[src/shared/swid_pkg.sv]
package swid_pkg;
    // Clock rate in kHz so that microsecond figures scale exactly
    localparam int CLK_KHZ = 200000;
    localparam int CYC_PER_US = CLK_KHZ / 1000;

    // Reset low figures, microseconds
    localparam int RESET_LOW_MIN_STD_US = 480;
    localparam int RESET_LOW_MIN_FAST_US = 60;
    localparam int RESET_LOW_MAX_FAST_US = 80;
    // Presence figures, microseconds
    localparam int PRESENCE_WAIT_STD_US = 30;
    localparam int PRESENCE_WAIT_FAST_US = 3;
    localparam int PRESENCE_LOW_STD_US = 120;
    localparam int PRESENCE_LOW_FAST_US = 12;
    // Write/read slot figures, microseconds
    localparam int ZERO_WRITE_MIN_STD_US = 60;
    localparam int ZERO_WRITE_MIN_FAST_US = 6;
    localparam int ONE_WRITE_MAX_STD_US = 15;
    localparam int ONE_WRITE_MAX_FAST_US = 2;
    // Read zero hold, kept inside the master's sample window
    localparam int READ_HOLD_STD_US = 30;
    localparam int READ_HOLD_FAST_US = 3;
    localparam int POWERUP_QUIET_US = 1200;

    localparam int CNT_W = 20;
    localparam logic [CNT_W-1:0] RESET_MIN_STD_CYC = CNT_W'(RESET_LOW_MIN_STD_US * CYC_PER_US);
    localparam logic [CNT_W-1:0] RESET_MIN_FAST_CYC = CNT_W'(RESET_LOW_MIN_FAST_US * CYC_PER_US);
    localparam logic [CNT_W-1:0] RESET_MAX_FAST_CYC = CNT_W'(RESET_LOW_MAX_FAST_US * CYC_PER_US);
    localparam logic [CNT_W-1:0] PRES_WAIT_STD_CYC = CNT_W'(PRESENCE_WAIT_STD_US * CYC_PER_US);
    localparam logic [CNT_W-1:0] PRES_WAIT_FAST_CYC = CNT_W'(PRESENCE_WAIT_FAST_US * CYC_PER_US);
    localparam logic [CNT_W-1:0] PRES_LOW_STD_CYC = CNT_W'(PRESENCE_LOW_STD_US * CYC_PER_US);
    localparam logic [CNT_W-1:0] PRES_LOW_FAST_CYC = CNT_W'(PRESENCE_LOW_FAST_US * CYC_PER_US);
    localparam logic [CNT_W-1:0] ZERO_MIN_STD_CYC = CNT_W'(ZERO_WRITE_MIN_STD_US * CYC_PER_US);
    localparam logic [CNT_W-1:0] ZERO_MIN_FAST_CYC = CNT_W'(ZERO_WRITE_MIN_FAST_US * CYC_PER_US);
    localparam logic [CNT_W-1:0] ONE_MAX_STD_CYC = CNT_W'(ONE_WRITE_MAX_STD_US * CYC_PER_US);
    localparam logic [CNT_W-1:0] ONE_MAX_FAST_CYC = CNT_W'(ONE_WRITE_MAX_FAST_US * CYC_PER_US);
    localparam logic [CNT_W-1:0] READ_HOLD_STD_CYC = CNT_W'(READ_HOLD_STD_US * CYC_PER_US);
    localparam logic [CNT_W-1:0] READ_HOLD_FAST_CYC = CNT_W'(READ_HOLD_FAST_US * CYC_PER_US);
    localparam int POWERUP_QUIET_CYC = POWERUP_QUIET_US * CYC_PER_US;

    localparam logic [7:0] CMD_READ_ID = 8'h33;
    localparam logic [7:0] CMD_SEARCH_ID = 8'hf0;
    localparam logic [7:0] CMD_FAST_SKIP = 8'h3c;
    localparam int ID_BITS = 64;
    localparam logic [63:0] ID_DEFAULT = 64'h5a00_0000_0000_00a5;

    typedef enum logic [2:0]
    {
        LS_IDLE = 3'h0,
        LS_CMD = 3'h1,
        LS_READ = 3'h2,
        LS_SRCH_TRUE = 3'h3,
        LS_SRCH_COMP = 3'h4,
        LS_SRCH_PICK = 3'h5,
        LS_DONE = 3'h6
    } swid_layer_t;
endpackage : swid_pkg

[src/shared/swid_stream_if.sv]
`timescale 1ns/1ps
interface swid_stream_if #(parameter int W = 8);
    logic valid;
    logic ready;
    logic [W-1:0] data;
    modport src (output valid, output data, input ready);
    modport dst (input valid, input data, output ready);
endinterface : swid_stream_if

[src/rtl/swid_fifo.sv]
`timescale 1ns/1ps
module swid_fifo #(
    parameter int WIDTH = 8,
    parameter int DEPTH = 16
) (
    input wire logic clk,
    input wire logic rst_n,
    swid_stream_if.dst in_s,
    swid_stream_if.src out_s
);
    localparam int AW = $clog2(DEPTH);
    logic [WIDTH-1:0] mem [DEPTH];
    logic [AW-1:0] wr_ptr;
    logic [AW-1:0] rd_ptr;
    logic [AW:0] count;
    logic do_wr;
    logic do_rd;

    assign in_s.ready = (count != (AW+1)'(DEPTH));
    assign out_s.valid = (count != '0);
    assign out_s.data = mem[rd_ptr];
    assign do_wr = in_s.valid && in_s.ready;
    assign do_rd = out_s.valid && out_s.ready;

    always_ff @(posedge clk)
    begin
        if (do_wr)
        begin
            mem[wr_ptr] <= in_s.data;
        end
    end

    always_ff @(posedge clk or negedge rst_n)
    begin
        if (!rst_n)
        begin
            wr_ptr <= '0;
            rd_ptr <= '0;
            count <= '0;
        end
        else
        begin
            if (do_wr)
            begin
                wr_ptr <= (wr_ptr == AW'(DEPTH - 1)) ? '0 : wr_ptr + 1'b1;
            end
            if (do_rd)
            begin
                rd_ptr <= (rd_ptr == AW'(DEPTH - 1)) ? '0 : rd_ptr + 1'b1;
            end
            count <= count + (AW+1)'(do_wr) - (AW+1)'(do_rd);
        end
    end
endmodule : swid_fifo

[src/rtl/swid_sync.sv]
`timescale 1ns/1ps
module swid_sync (
    input wire logic clk,
    input wire logic rst_n,
    input wire logic din,
    output logic dout
);
    logic stage1;

    // Idle bus is high, so both stages reset high
    always_ff @(posedge clk or negedge rst_n)
    begin
        if (!rst_n)
        begin
            stage1 <= 1'b1;
            dout <= 1'b1;
        end
        else
        begin
            stage1 <= din;
            dout <= stage1;
        end
    end
endmodule : swid_sync

[src/rtl/swid_link.sv]
// Contract
// - Long master low is taken as reset
// - Wait, then pull low for presence
// - Long low slot decodes as zero
// - Short low slot decodes as one
// - Low time runs falling to rising edge
// - All bits travel least significant first
// - Quiet time after power-up, presence withheld
// - Only master falling edges start slots
// - Device only pulls low, open drain
// - Every low classed by duration alone
// - Order: reset, command byte, read slots
// - Commands accepted only after initialization
// - Device is always slave, never arbitrates
// - Command 33h shifts out identity number
// - Command F0h: bit, complement, match check
// - Command 3Ch sets fast speed flag
// - Long reset clears fast flag, short keeps
`timescale 1ns/1ps
module swid_link #(
    parameter logic [63:0] ID_VALUE = swid_pkg::ID_DEFAULT,
    parameter int QUIET_CYC = swid_pkg::POWERUP_QUIET_CYC,
    parameter int FIFO_DEPTH = 16
) (
    input wire logic clk,
    input wire logic rst_n,
    input wire logic line_in,
    output logic line_out,
    output logic line_oe,
    output logic fast_speed_flag,
    output logic cmd_valid,
    output logic [7:0] cmd_code,
    input wire logic cmd_ready,
    output logic search_dropped,
    output logic link_ready
);
    import swid_pkg::*;

    logic line_s;
    logic line_prev;
    logic low_active;
    logic [CNT_W-1:0] low_cnt;
    logic slot_end;
    logic [CNT_W-1:0] slot_len;
    logic is_reset;
    logic is_zero;
    logic is_one;
    logic pres_pend;
    logic pres_driving;
    logic [CNT_W-1:0] pres_cnt;
    logic read_drive;
    logic [CNT_W-1:0] read_cnt;
    logic [5:0] bit_idx;
    logic [2:0] cmd_bits;
    logic [7:0] cmd_shift;
    logic cmd_byte_done;
    logic [7:0] next_cmd_shift;
    logic search_active;
    logic [$clog2(QUIET_CYC+1)-1:0] quiet_cnt;
    logic quiet_done;
    logic cur_bit;
    logic fell;
    logic [CNT_W-1:0] thr_reset;
    logic [CNT_W-1:0] thr_zero;
    logic [CNT_W-1:0] thr_one;
    swid_layer_t layer;

    swid_stream_if #(.W(8)) cmd_in ();
    swid_stream_if #(.W(8)) cmd_out ();

    swid_sync u_sync (
        .clk(clk),
        .rst_n(rst_n),
        .din(line_in),
        .dout(line_s)
    );

    swid_fifo #(.WIDTH(8), .DEPTH(FIFO_DEPTH)) u_fifo (
        .clk(clk),
        .rst_n(rst_n),
        .in_s(cmd_in),
        .out_s(cmd_out)
    );

    // Thresholds follow the speed flag
    assign thr_reset = fast_speed_flag ? RESET_MIN_FAST_CYC : RESET_MIN_STD_CYC;
    assign thr_zero = fast_speed_flag ? ZERO_MIN_FAST_CYC : ZERO_MIN_STD_CYC;
    assign thr_one = fast_speed_flag ? ONE_MAX_FAST_CYC : ONE_MAX_STD_CYC;

    assign fell = line_prev && !line_s;
    assign is_reset = slot_end && (slot_len >= thr_reset);
    assign is_zero = slot_end && !is_reset && (slot_len >= thr_zero);
    // Gap between one and zero windows is read as one; master never lands there
    assign is_one = slot_end && !is_reset && (slot_len < thr_zero);
    assign cur_bit = ID_VALUE[bit_idx];
    assign next_cmd_shift = {is_zero ? 1'b0 : 1'b1, cmd_shift[7:1]};
    assign cmd_byte_done = (layer == LS_CMD) && (is_zero || is_one) && (cmd_bits == 3'h7);
    assign quiet_done = (quiet_cnt == ($clog2(QUIET_CYC+1))'(QUIET_CYC));

    assign cmd_in.valid = cmd_byte_done;
    assign cmd_in.data = next_cmd_shift;
    assign cmd_out.ready = cmd_ready && !cmd_valid;

    always_ff @(posedge clk or negedge rst_n)
    begin
        if (!rst_n)
        begin
            quiet_cnt <= '0;
        end
        else if (!quiet_done)
        begin
            quiet_cnt <= quiet_cnt + 1'b1;
        end
    end

    // Low duration measurement, falling to rising edge
    always_ff @(posedge clk or negedge rst_n)
    begin
        if (!rst_n)
        begin
            line_prev <= 1'b1;
            low_active <= 1'b0;
            low_cnt <= '0;
            slot_end <= 1'b0;
            slot_len <= '0;
        end
        else
        begin
            line_prev <= line_s;
            slot_end <= 1'b0;
            // Own pull-downs are not slots; armed only from a high line
            if (fell && !pres_driving && !read_drive && !low_active)
            begin
                low_active <= 1'b1;
                low_cnt <= CNT_W'(1);
            end
            else if (low_active && !line_s)
            begin
                if (low_cnt != '1)
                begin
                    low_cnt <= low_cnt + 1'b1;
                end
            end
            else if (low_active && line_s)
            begin
                low_active <= 1'b0;
                slot_end <= 1'b1;
                slot_len <= low_cnt;
            end
        end
    end

    // Presence answer after a reset low is released
    always_ff @(posedge clk or negedge rst_n)
    begin
        if (!rst_n)
        begin
            pres_pend <= 1'b0;
            pres_driving <= 1'b0;
            pres_cnt <= '0;
        end
        else if (is_reset && quiet_done)
        begin
            pres_pend <= 1'b1;
            pres_driving <= 1'b0;
            pres_cnt <= '0;
        end
        else if (pres_pend)
        begin
            pres_cnt <= pres_cnt + 1'b1;
            if (pres_cnt == (fast_speed_flag ? PRES_WAIT_FAST_CYC : PRES_WAIT_STD_CYC))
            begin
                pres_pend <= 1'b0;
                pres_driving <= 1'b1;
                pres_cnt <= '0;
            end
        end
        else if (pres_driving)
        begin
            pres_cnt <= pres_cnt + 1'b1;
            if (pres_cnt == (fast_speed_flag ? PRES_LOW_FAST_CYC : PRES_LOW_STD_CYC))
            begin
                pres_driving <= 1'b0;
                pres_cnt <= '0;
            end
        end
    end

    // Speed flag
    always_ff @(posedge clk or negedge rst_n)
    begin
        if (!rst_n)
        begin
            fast_speed_flag <= 1'b0;
        end
        else if (is_reset && slot_len >= RESET_MIN_STD_CYC)
        begin
            fast_speed_flag <= 1'b0;
        end
        else if (cmd_byte_done && next_cmd_shift == CMD_FAST_SKIP)
        begin
            fast_speed_flag <= 1'b1;
        end
    end

    // Transaction layer
    always_ff @(posedge clk or negedge rst_n)
    begin
        if (!rst_n)
        begin
            layer <= LS_IDLE;
            cmd_bits <= '0;
            cmd_shift <= '0;
            bit_idx <= '0;
            search_active <= 1'b0;
            search_dropped <= 1'b0;
        end
        else if (is_reset)
        begin
            // Any reset restarts the sequence; commands only after it
            layer <= quiet_done ? LS_CMD : LS_IDLE;
            cmd_bits <= '0;
            bit_idx <= '0;
            search_active <= 1'b0;
            search_dropped <= 1'b0;
        end
        else if (is_zero || is_one)
        begin
            unique case (layer)
                LS_IDLE, LS_DONE:
                begin
                    layer <= layer;
                end
                LS_CMD:
                begin
                    cmd_shift <= next_cmd_shift;
                    cmd_bits <= cmd_bits + 1'b1;
                    if (cmd_bits == 3'h7)
                    begin
                        unique case (next_cmd_shift)
                            CMD_READ_ID: layer <= LS_READ;
                            CMD_SEARCH_ID:
                            begin
                                layer <= LS_SRCH_TRUE;
                                search_active <= 1'b1;
                            end
                            default: layer <= LS_DONE;
                        endcase
                    end
                end
                LS_READ:
                begin
                    bit_idx <= bit_idx + 1'b1;
                    if (bit_idx == 6'h3f)
                    begin
                        layer <= LS_DONE;
                    end
                end
                LS_SRCH_TRUE:
                begin
                    layer <= LS_SRCH_COMP;
                end
                LS_SRCH_COMP:
                begin
                    layer <= LS_SRCH_PICK;
                end
                LS_SRCH_PICK:
                begin
                    if (is_one != cur_bit)
                    begin
                        search_active <= 1'b0;
                        search_dropped <= 1'b1;
                        layer <= LS_DONE;
                    end
                    else
                    begin
                        bit_idx <= bit_idx + 1'b1;
                        layer <= (bit_idx == 6'h3f) ? LS_DONE : LS_SRCH_TRUE;
                    end
                end
                default:
                begin
                    layer <= LS_IDLE;
                end
            endcase
        end
    end

    // Read slot drive: a zero holds the line low from the slot's falling edge
    always_ff @(posedge clk or negedge rst_n)
    begin
        if (!rst_n)
        begin
            read_drive <= 1'b0;
            read_cnt <= '0;
        end
        else if (fell && !low_active && !pres_driving && !read_drive &&
                 ((layer == LS_READ && !cur_bit) ||
                  (layer == LS_SRCH_TRUE && search_active && !cur_bit) ||
                  (layer == LS_SRCH_COMP && search_active && cur_bit)))
        begin
            read_drive <= 1'b1;
            read_cnt <= '0;
        end
        else if (read_drive)
        begin
            read_cnt <= read_cnt + 1'b1;
            if (read_cnt == (fast_speed_flag ? READ_HOLD_FAST_CYC : READ_HOLD_STD_CYC))
            begin
                read_drive <= 1'b0;
            end
        end
    end

    // Command byte handed out through the FIFO
    always_ff @(posedge clk or negedge rst_n)
    begin
        if (!rst_n)
        begin
            cmd_valid <= 1'b0;
            cmd_code <= '0;
        end
        else if (cmd_out.valid && cmd_out.ready)
        begin
            cmd_valid <= 1'b1;
            cmd_code <= cmd_out.data;
        end
        else if (cmd_valid && cmd_ready)
        begin
            cmd_valid <= 1'b0;
        end
    end

    // Open drain: data is always low, only the enable moves
    always_ff @(posedge clk or negedge rst_n)
    begin
        if (!rst_n)
        begin
            line_out <= 1'b0;
            line_oe <= 1'b0;
            link_ready <= 1'b0;
        end
        else
        begin
            line_out <= 1'b0;
            line_oe <= pres_driving || read_drive;
            link_ready <= quiet_done && cmd_in.ready;
        end
    end
endmodule : swid_link

[config.mk]
export PLATFORM = sky130hd
export DESIGN_NAME = swid_link
export DESIGN_NICKNAME = d
export VERILOG_FILES = /design/src/shared/swid_pkg.sv /design/src/shared/swid_stream_if.sv /design/src/rtl/swid_fifo.sv /design/src/rtl/swid_sync.sv /design/src/rtl/swid_link.sv
export SDC_FILE = /design/constraint.sdc
export NUM_CORES = 1
export LEC_CHECK = 0
export BUFFER_PORTS_ARGS = -buffer_cell sky130_fd_sc_hd__buf_2
export CORE_MARGIN = 2
export CORE_UTILIZATION = 60
export CTS_BUF_LIST = sky130_fd_sc_hd__clkbuf_4 sky130_fd_sc_hd__clkbuf_8
export DETAILED_ROUTE_END_ITERATION = 12
export PLACE_DENSITY = 0.76
export SKIP_LAST_GASP = 1
export SLEW_MARGIN = 20
export SYNTH_ARGS = -nofsm -noshare
export SYNTH_HDL_FRONTEND = slang
export SYNTH_SLANG_ARGS = --single-unit
[constraint.sdc]
create_clock -name clk -period 5.4 [get_ports clk]
set_clock_uncertainty 0.2 [all_clocks]
set_input_delay 0.54 -clock clk [delete_from_list [all_inputs] [get_ports clk]]
set_output_delay 0.54 -clock clk [all_outputs]
set_load 0.03 [all_outputs]
# [Word-level counts from Yosys, hierarchy flattened]
# Memory sizes are Yosys's and may differ from the RTL's. A register that Yosys moved wholly into a read port is not among the register bits.
# Index checks and enable logic that the tools add are counted.
[op_classes] addsub=10 order_cmp=5 eq_ne=28 n_mux=67 bitwise=3 n_reduce_logical=66
[op_table] op="$mux W20" n=10
[op_table] op="$add A20 B1 Y20 const B" n=3
[op_table] op="$mux W1" n=35
[op_table] op="$logic_and A1 B1 Y1" n=29
[op_table] op="$mux W3" n=9
[op_table] op="$eq A20 B13 Y1" n=1
[op_table] op="$eq A20 B15 Y1" n=1
[op_table] op="$eq A20 B20 Y1" n=1
[op_table] op="$ge A20 B14 Y1" n=1
[op_table] op="$ge A20 B17 Y1" n=1
[op_table] op="$ge A20 B17 Y1 const B" n=1
[op_table] op="$lt A20 B14 Y1" n=1
[op_table] op="$ne A20 B20 Y1 const B" n=1
[op_table] op="$reduce_bool A2 Y1" n=10
[op_table] op="$add A18 B1 Y18 const B" n=1
[op_table] op="$eq A18 B18 Y1 const B" n=1
[op_table] op="$mux W6" n=3
[op_table] op="$pmux W3 S6" n=1
[op_table] op="$mux W17" n=1
[op_table] op="$eq A8 B6 Y1 const B" n=2
[op_table] op="$mux W15" n=1
[op_table] op="$mux W14" n=1
[op_table] op="$mux W13" n=1
[op_table] op="$eq A3 B3 Y1 const B" n=4
[op_table] op="32 further kinds" n=59
[word_totals] regBits=145 mem_bits_rw=128 rom_bits=64 input_bits=4 elab_cells=207 n_memories=2
[mem_list] memory="u_fifo.mem" words=16 word_bits=8 read_ports=1 rd_clocked_by_memory_dff=1 write_ports=1 line="swid_fifo.sv:12" source="logic [WIDTH-1:0] mem [DEPTH];"
[mem_list] memory="(no name shown)" words=64 word_bits=1 read_ports=1 rd_clocked_by_memory_dff=0 write_ports=0 line="swid_link.sv:95" source="assign cur_bit = ID_VALUE[bit_idx];"

# [Depth between registers and ports, before layout]
[depth] depth_word=13 mapped_depth=14 mapped_depth_nobuf=13

# [Modules after synthesis]
# From an unflattened synthesis, not the netlist that was laid out.
[hier_totals] cells_unflattened=1034 area_unflattened_um2=13075.0
[modules_own_cells] mod="swid_link" instances=1 cells_per_inst=707 area_per_inst_um2=7126.8 seq_area_each_um2=3429.5
[modules_own_cells] mod="swid_fifo" instances=1 cells_per_inst=325 area_per_inst_um2=5895.7 seq_area_each_um2=4169.0
[modules_own_cells] mod="swid_sync" instances=1 cells_per_inst=2 area_per_inst_um2=52.6 seq_area_each_um2=52.6

# [Least setup slack after synthesis]
# No wires, ideal clock.
[synth_timing] kind="reg-to-reg" from="reg fast_speed_flag" to="mem u_fifo.mem[3][0], enable pin" setup_time_ns=0.332 t_arrival_ns=3.142 t_required_ns=4.868 slack_ns=1.727 path_stages_with_launch=11 n_path_buf=1 synth_period_minus_slack_ns=3.673 cell_sequence="dfrtp_1 -> inv_1 -> ha_1 -> nor2b_1 -> o21a_1 -> o31ai_4 -> nand3_2 -> a211oi_2 -> buf_4 -> nor3b_2 -> and2_1"
[synth_via] elab_chain_cells=12 word_cells_on_any_way=16 cone_classes="order compare: 3; mux: 4; reduce/logical: 9"
[synth_rtl] element="from (decl)" line="swid_link.sv:30" source="output logic fast_speed_flag,"
[synth_rtl] element="from (signal assigned)" line="swid_link.sv:194" source="fast_speed_flag <= 1'b0;"
[synth_rtl] element="from (signal assigned)" line="swid_link.sv:198" source="fast_speed_flag <= 1'b0;"
[synth_rtl] element="from (signal assigned)" line="swid_link.sv:202" source="fast_speed_flag <= 1'b1;"
[synth_rtl] element="$mux W17" line="swid_link.sv:86" source="assign thr_reset = fast_speed_flag ? RESET_MIN_FAST_CYC : RESET_MIN_STD_CYC;"
[synth_rtl] element="$ge A20 B17 Y1" line="swid_link.sv:91" source="assign is_reset = slot_end && (slot_len >= thr_reset);"
[synth_rtl] element="$logic_and A1 B1 Y1" line="swid_link.sv:91"
[synth_rtl] element="$logic_not A1 Y1" line="swid_link.sv:92, swid_link.sv:94"
[synth_rtl] element="$logic_and A1 B1 Y1" line="swid_link.sv:92, swid_link.sv:94"
[synth_rtl] element="$logic_and A1 B1 Y1, on equally long branches" line="swid_link.sv:92, swid_link.sv:94"
[synth_rtl] element="$logic_or A1 B1 Y1 *" line="swid_link.sv:97" source="assign cmd_byte_done = (layer == LS_CMD) && (is_zero || is_one) && (cmd_bits == 3'h7);"
[synth_rtl] element="$logic_and A1 B1 Y1 * (2 in a row)" line="swid_link.sv:97"
[synth_rtl] element="$logic_and A1 B1 Y1 *" line="swid_fifo.sv:22" source="assign do_wr = in_s.valid && in_s.ready;"
[synth_rtl] element="via u_fifo.do_wr" line="swid_fifo.sv:16" source="logic do_wr;"
[synth_rtl] element="$mux W1 *" line="swid_fifo.sv:27" source="if (do_wr)"
[synth_rtl] element="$mux W1 (not written as such) *" line="swid_fifo.sv:29" source="mem[wr_ptr] <= in_s.data;"
[synth_rtl] element="to (decl)" line="swid_fifo.sv:12"
# The timed path passes the listed nets; every way through them passes the cells marked *.

# [Worst setup path after layout]
[layout_timing] from="reg fast_speed_flag" to="mem u_fifo.mem[0][5], enable pin"
[layout_via] elab_chain_cells=12 word_cells_on_any_way=16 cone_classes="order compare: 3; mux: 4; reduce/logical: 9"
[layout_rtl] element="$mux W17" line="swid_link.sv:86"
[layout_rtl] element="$ge A20 B17 Y1" line="swid_link.sv:91"
[layout_rtl] element="$logic_and A1 B1 Y1" line="swid_link.sv:91"
[layout_rtl] element="$logic_not A1 Y1" line="swid_link.sv:92, swid_link.sv:94"
[layout_rtl] element="$logic_and A1 B1 Y1" line="swid_link.sv:92, swid_link.sv:94"
[layout_rtl] element="$logic_and A1 B1 Y1, on equally long branches" line="swid_link.sv:92, swid_link.sv:94"
[layout_rtl] element="$logic_or A1 B1 Y1 *" line="swid_link.sv:97"
[layout_rtl] element="$logic_and A1 B1 Y1 * (2 in a row)" line="swid_link.sv:97"
[layout_rtl] element="$logic_and A1 B1 Y1 *" line="swid_fifo.sv:22"
[layout_rtl] element="$mux W1 *" line="swid_fifo.sv:27"
[layout_rtl] element="$mux W1 (not written as such) *" line="swid_fifo.sv:29"
# Every way passes the cells marked *; elsewhere a longest branch is shown, timed or not.

==> results_dict.tcl <==
set metrics [dict create \
    status "finished, final reports clean" \
    path_max_fanout 18 \
    syn_avg_cell_area_um2 13.3 \
    grt_max_degree 71 \
    drive_above_1_share_pct 19.4 \
    worst_slew_pin_slew_ns 1.06 \
    cts_tree "yes" \
    synthSimpleGateAreaFrac_pct 13.7 \
    drt_wl_total_um 25900 \
    netlist_area_um2 13000 \
    cts_buffer_depth 3 \
    drc 0 \
    seq_area_frac_synth_pct 59.0 \
    cp-end-kind "register" \
    overflow 0 \
    stdcell_count 1328 \
    setup_violations 0 \
    design_area_um2 14300 \
    placed_area_um2 13300 \
    crit_chain "buf_4 > inv_1 > ha_1 > nor2b_1 > o21a_1 > o31ai_4 > nand3_2 > a211oi_2 > nor3b_2 > and2_1" \
    ys_types 77 \
    async_flop_share_pct 54.3 \
    cp_slowest_cell "a211oi_2" \
    synth-xor-area-share_pct 4.65 \
    num_vias 8014 \
    yosys_most_used_dff "dfrtp_1" \
    synth_top_family_by_area "simple AND/OR/NAND/NOR gates" \
    yosys-top-cells-area "edfxtp_1 30%, dfrtp_1 29%, mux4_2 6.9%" \
    place_congestion 0.839 \
    combPwrFrac_pct 9.5 \
    finalCriticalPeriod_ns 4.06 \
    fp-row-count 53 \
    critPathLaunchType "register" \
    hold_violations 0 \
    p_int_mw 3.52 \
    h-tree-depth 2 \
    synth_cells 975 \
    syn_to_final_growth_pct 9.95 \
    p_sw_mw 1.18 \
    fp.dieH_um 151 \
    p_seq_share_pct 51.8 \
    track_usage_pct 24.0 \
    port_buffers 16 \
    power.density_nw_per_um2 330 \
    tns_ns 0 \
    power_switching_share_pct 25.1 \
    grt_pass1_wl_um 42200 \
    max_cap_violations 0 \
    yosysTopAreaCell "edfxtp_1" \
    drt_iter0_drc 587 \
    synth_most_common_cell "dfrtp_1" \
    worstSetupPathType "register to register" \
    cpPeakStageDelay_ns 0.71 \
    critPathBufInv 2 \
    die_x_um 151 \
    clkSinkCount 280 \
    synth_seq_cells 280 \
    postRouteAntennaNets 0 \
    placeableCoreArea_um2 21100 \
    routedWlPerCell_um 19.5 \
    synth_top_area_share_pct 29.6 \
    synth_nets 1014 \
    dieArea_um2 22800 \
    synth-edff-count 128 \
    muxShareOfSynthArea_pct 10.5 \
    maxSlewViolCount 0 \
    ys_warn_count 0 \
    vias_per_cell 6.03 \
    drtPass1Iterations 5 \
    synthTopCellsByCount "149 x dfrtp_1, 128 x edfxtp_1, 77 x nor2_1" \
    required_ns 5.41 \
    placed_cells 1241 \
    io_pins 18 \
    clk_latency_ns 0.55 \
    clock-root-buffer "clkbuf_8" \
    numCtsBuffers 45 \
    p_leak_nw 5.41 \
    arrival_ns 4.07 \
    slew_headroom_pct 29.1 \
    rsz0062_at_grt "no" \
    grt_pass1_vias 8043 \
    clk_pin_slew_ns 0.06 \
    initial_core_util_pct 61.5 \
    worst_ir_drop_vdd_uv 258 \
    finalCritPeriodShare_pct 75.2 \
    nets 1054 \
    grt_antenna_before_repair 1 \
    synth_fa_ha_area_share_pct 3.43 \
    hold_class "primary input to register" \
    critical-path-top-delay-family "compound AO/OA/AOI/OAI gates" \
    synth-compound-area-share_pct 6.74 \
    dp.final_hpwl_um 17000 \
    power.clock.fraction_pct 38.7 \
    max_freq_mhz 246 \
]
[path summary, 6_finish.rpt]
path	start	end	slack (ns)	cells after the start
min in group asynchronous	rst_n	cmd_code[1]	0.35	2
worst min-delay path	cmd_ready	cmd_valid	0.12	3
worst min register to register	u_sync.stage1	u_sync.dout	0.16	0
worst max-delay path	fast_speed_flag	u_fifo.mem[0][5]	1.34	10
worst max register to register	fast_speed_flag	u_fifo.mem[0][5]	1.34	10
max in group asynchronous	rst_n	low_cnt[5]	3.57	3
[worst min-delay path: cells and delay by family]
family                 cells  cell delay, ns
buffers and inverters      2            0.17
AO/OA/AOI/OAI              1            0.12
[layout by cell type, fill, tap and decap left out, types with 5 or more instances in the layout]
cell type / Yosys / final
mux4_2: 40 / 40
a21oi_1: 24 / 24
nand3_1: 32 / 32
clkbuf_4: 0 / 16
xnor2_1: 37 / 37
nand2_1: 51 / 51
and4_1: 8 / 8
nor2b_1: 12 / 12
ha_1: 34 / 34
o21ai_0: 35 / 35
and2_1: 24 / 24
inv_1: 32 / 32
nand4_1: 20 / 20
nand2b_1: 6 / 6
mux2_2: 37 / 37
clkinv_1: 0 / 7
dfrtp_1: 149 / 148
a22o_1: 10 / 10
nor4_1: 5 / 5
buf_2: 7 / 15
or3_1: 6 / 6
xor2_1: 30 / 30
clkbuf_8: 0 / 49
buf_4: 2 / 6
edfxtp_1: 128 / 128
and3_1: 23 / 23
a211oi_1: 9 / 8
nor3_1: 17 / 17
clkinv_2: 0 / 8
nor4b_1: 8 / 8
a31oi_1: 7 / 7
nor2_1: 77 / 77
[layout make-up]
cell class              count  area [um^2]
diodes                      1         2.50
clock buffers              65          795
clock inverters            19          121
fillers                  1482         6830
inverters                  32          120
multi-input cells         632         5070
flip-flops and latches    280         7650
well taps                 275          344
repair buffers             24          151
[through the flow]
step	total power [mW]	utilization, %	hold slack [ns]	setup WS [ns]
final	4.70	67.6	0.119	1.34
after global routing	4.91	67.6	0.112	1.03
after CTS	4.75	67.6	0.0897	1.31
after detailed placement	2.93	63.2	0.152	1.34
after global placement	2.91	63.2	0.152	1.43
after floorplan	2.81	-	0.0444	1.73
[cell families after synthesis]
kind of cell / count (synthesis)
DFF: 280
muxes: 81
and+or+nand+nor: 323
other: 1
AOI/OAI and AO/OA: 124
buffers and inverters: 63
adders and majority gates: 35
xor gates and xnor gates: 68
[per-layer routing]
layer,GRT usage [%],routed length [um]
met1,33.1,11400
met2,39.2,12600
met3,4.64,1290
met4,7.34,600
met5,0,0
[power groups by stage]
stage / logic (mW) / registers [mW] / clock network (mW)
final: 0.446 / 2.43 / 1.82
after global routing: 0.488 / 2.46 / 1.96
after CTS: 0.452 / 2.44 / 1.86
after detailed placement: 0.448 / 2.48 / 0
after global placement: 0.435 / 2.47 / 0
after floorplan: 0.446 / 2.36 / 0
[flip-flops by register name (all words and copies together) (netlist names), 3 cells and up]
| signal | cells |
|---|---|
| u_fifo.mem | 128 |
| slot_len | 20 |
| u_fifo.count | 5 |
| cmd_shift | 7 |
| layer | 3 |
| low_cnt | 20 |
| cmd_code | 8 |
| read_cnt | 20 |
| cmd_bits | 3 |
| bit_idx | 6 |
| quiet_cnt | 18 |
| u_fifo.wr_ptr | 4 |
| pres_cnt | 20 |
| u_fifo.rd_ptr | 4 |
[repair_timing]
action / 4_1_cts / 5_1_grt
hold buffers: 2 / 0
buffers inserted: 0 / 0
endpoints found under the hold margin: 69 / 0
gates resized for setup: 0 / 0
(Power assumes the default switching activity.)
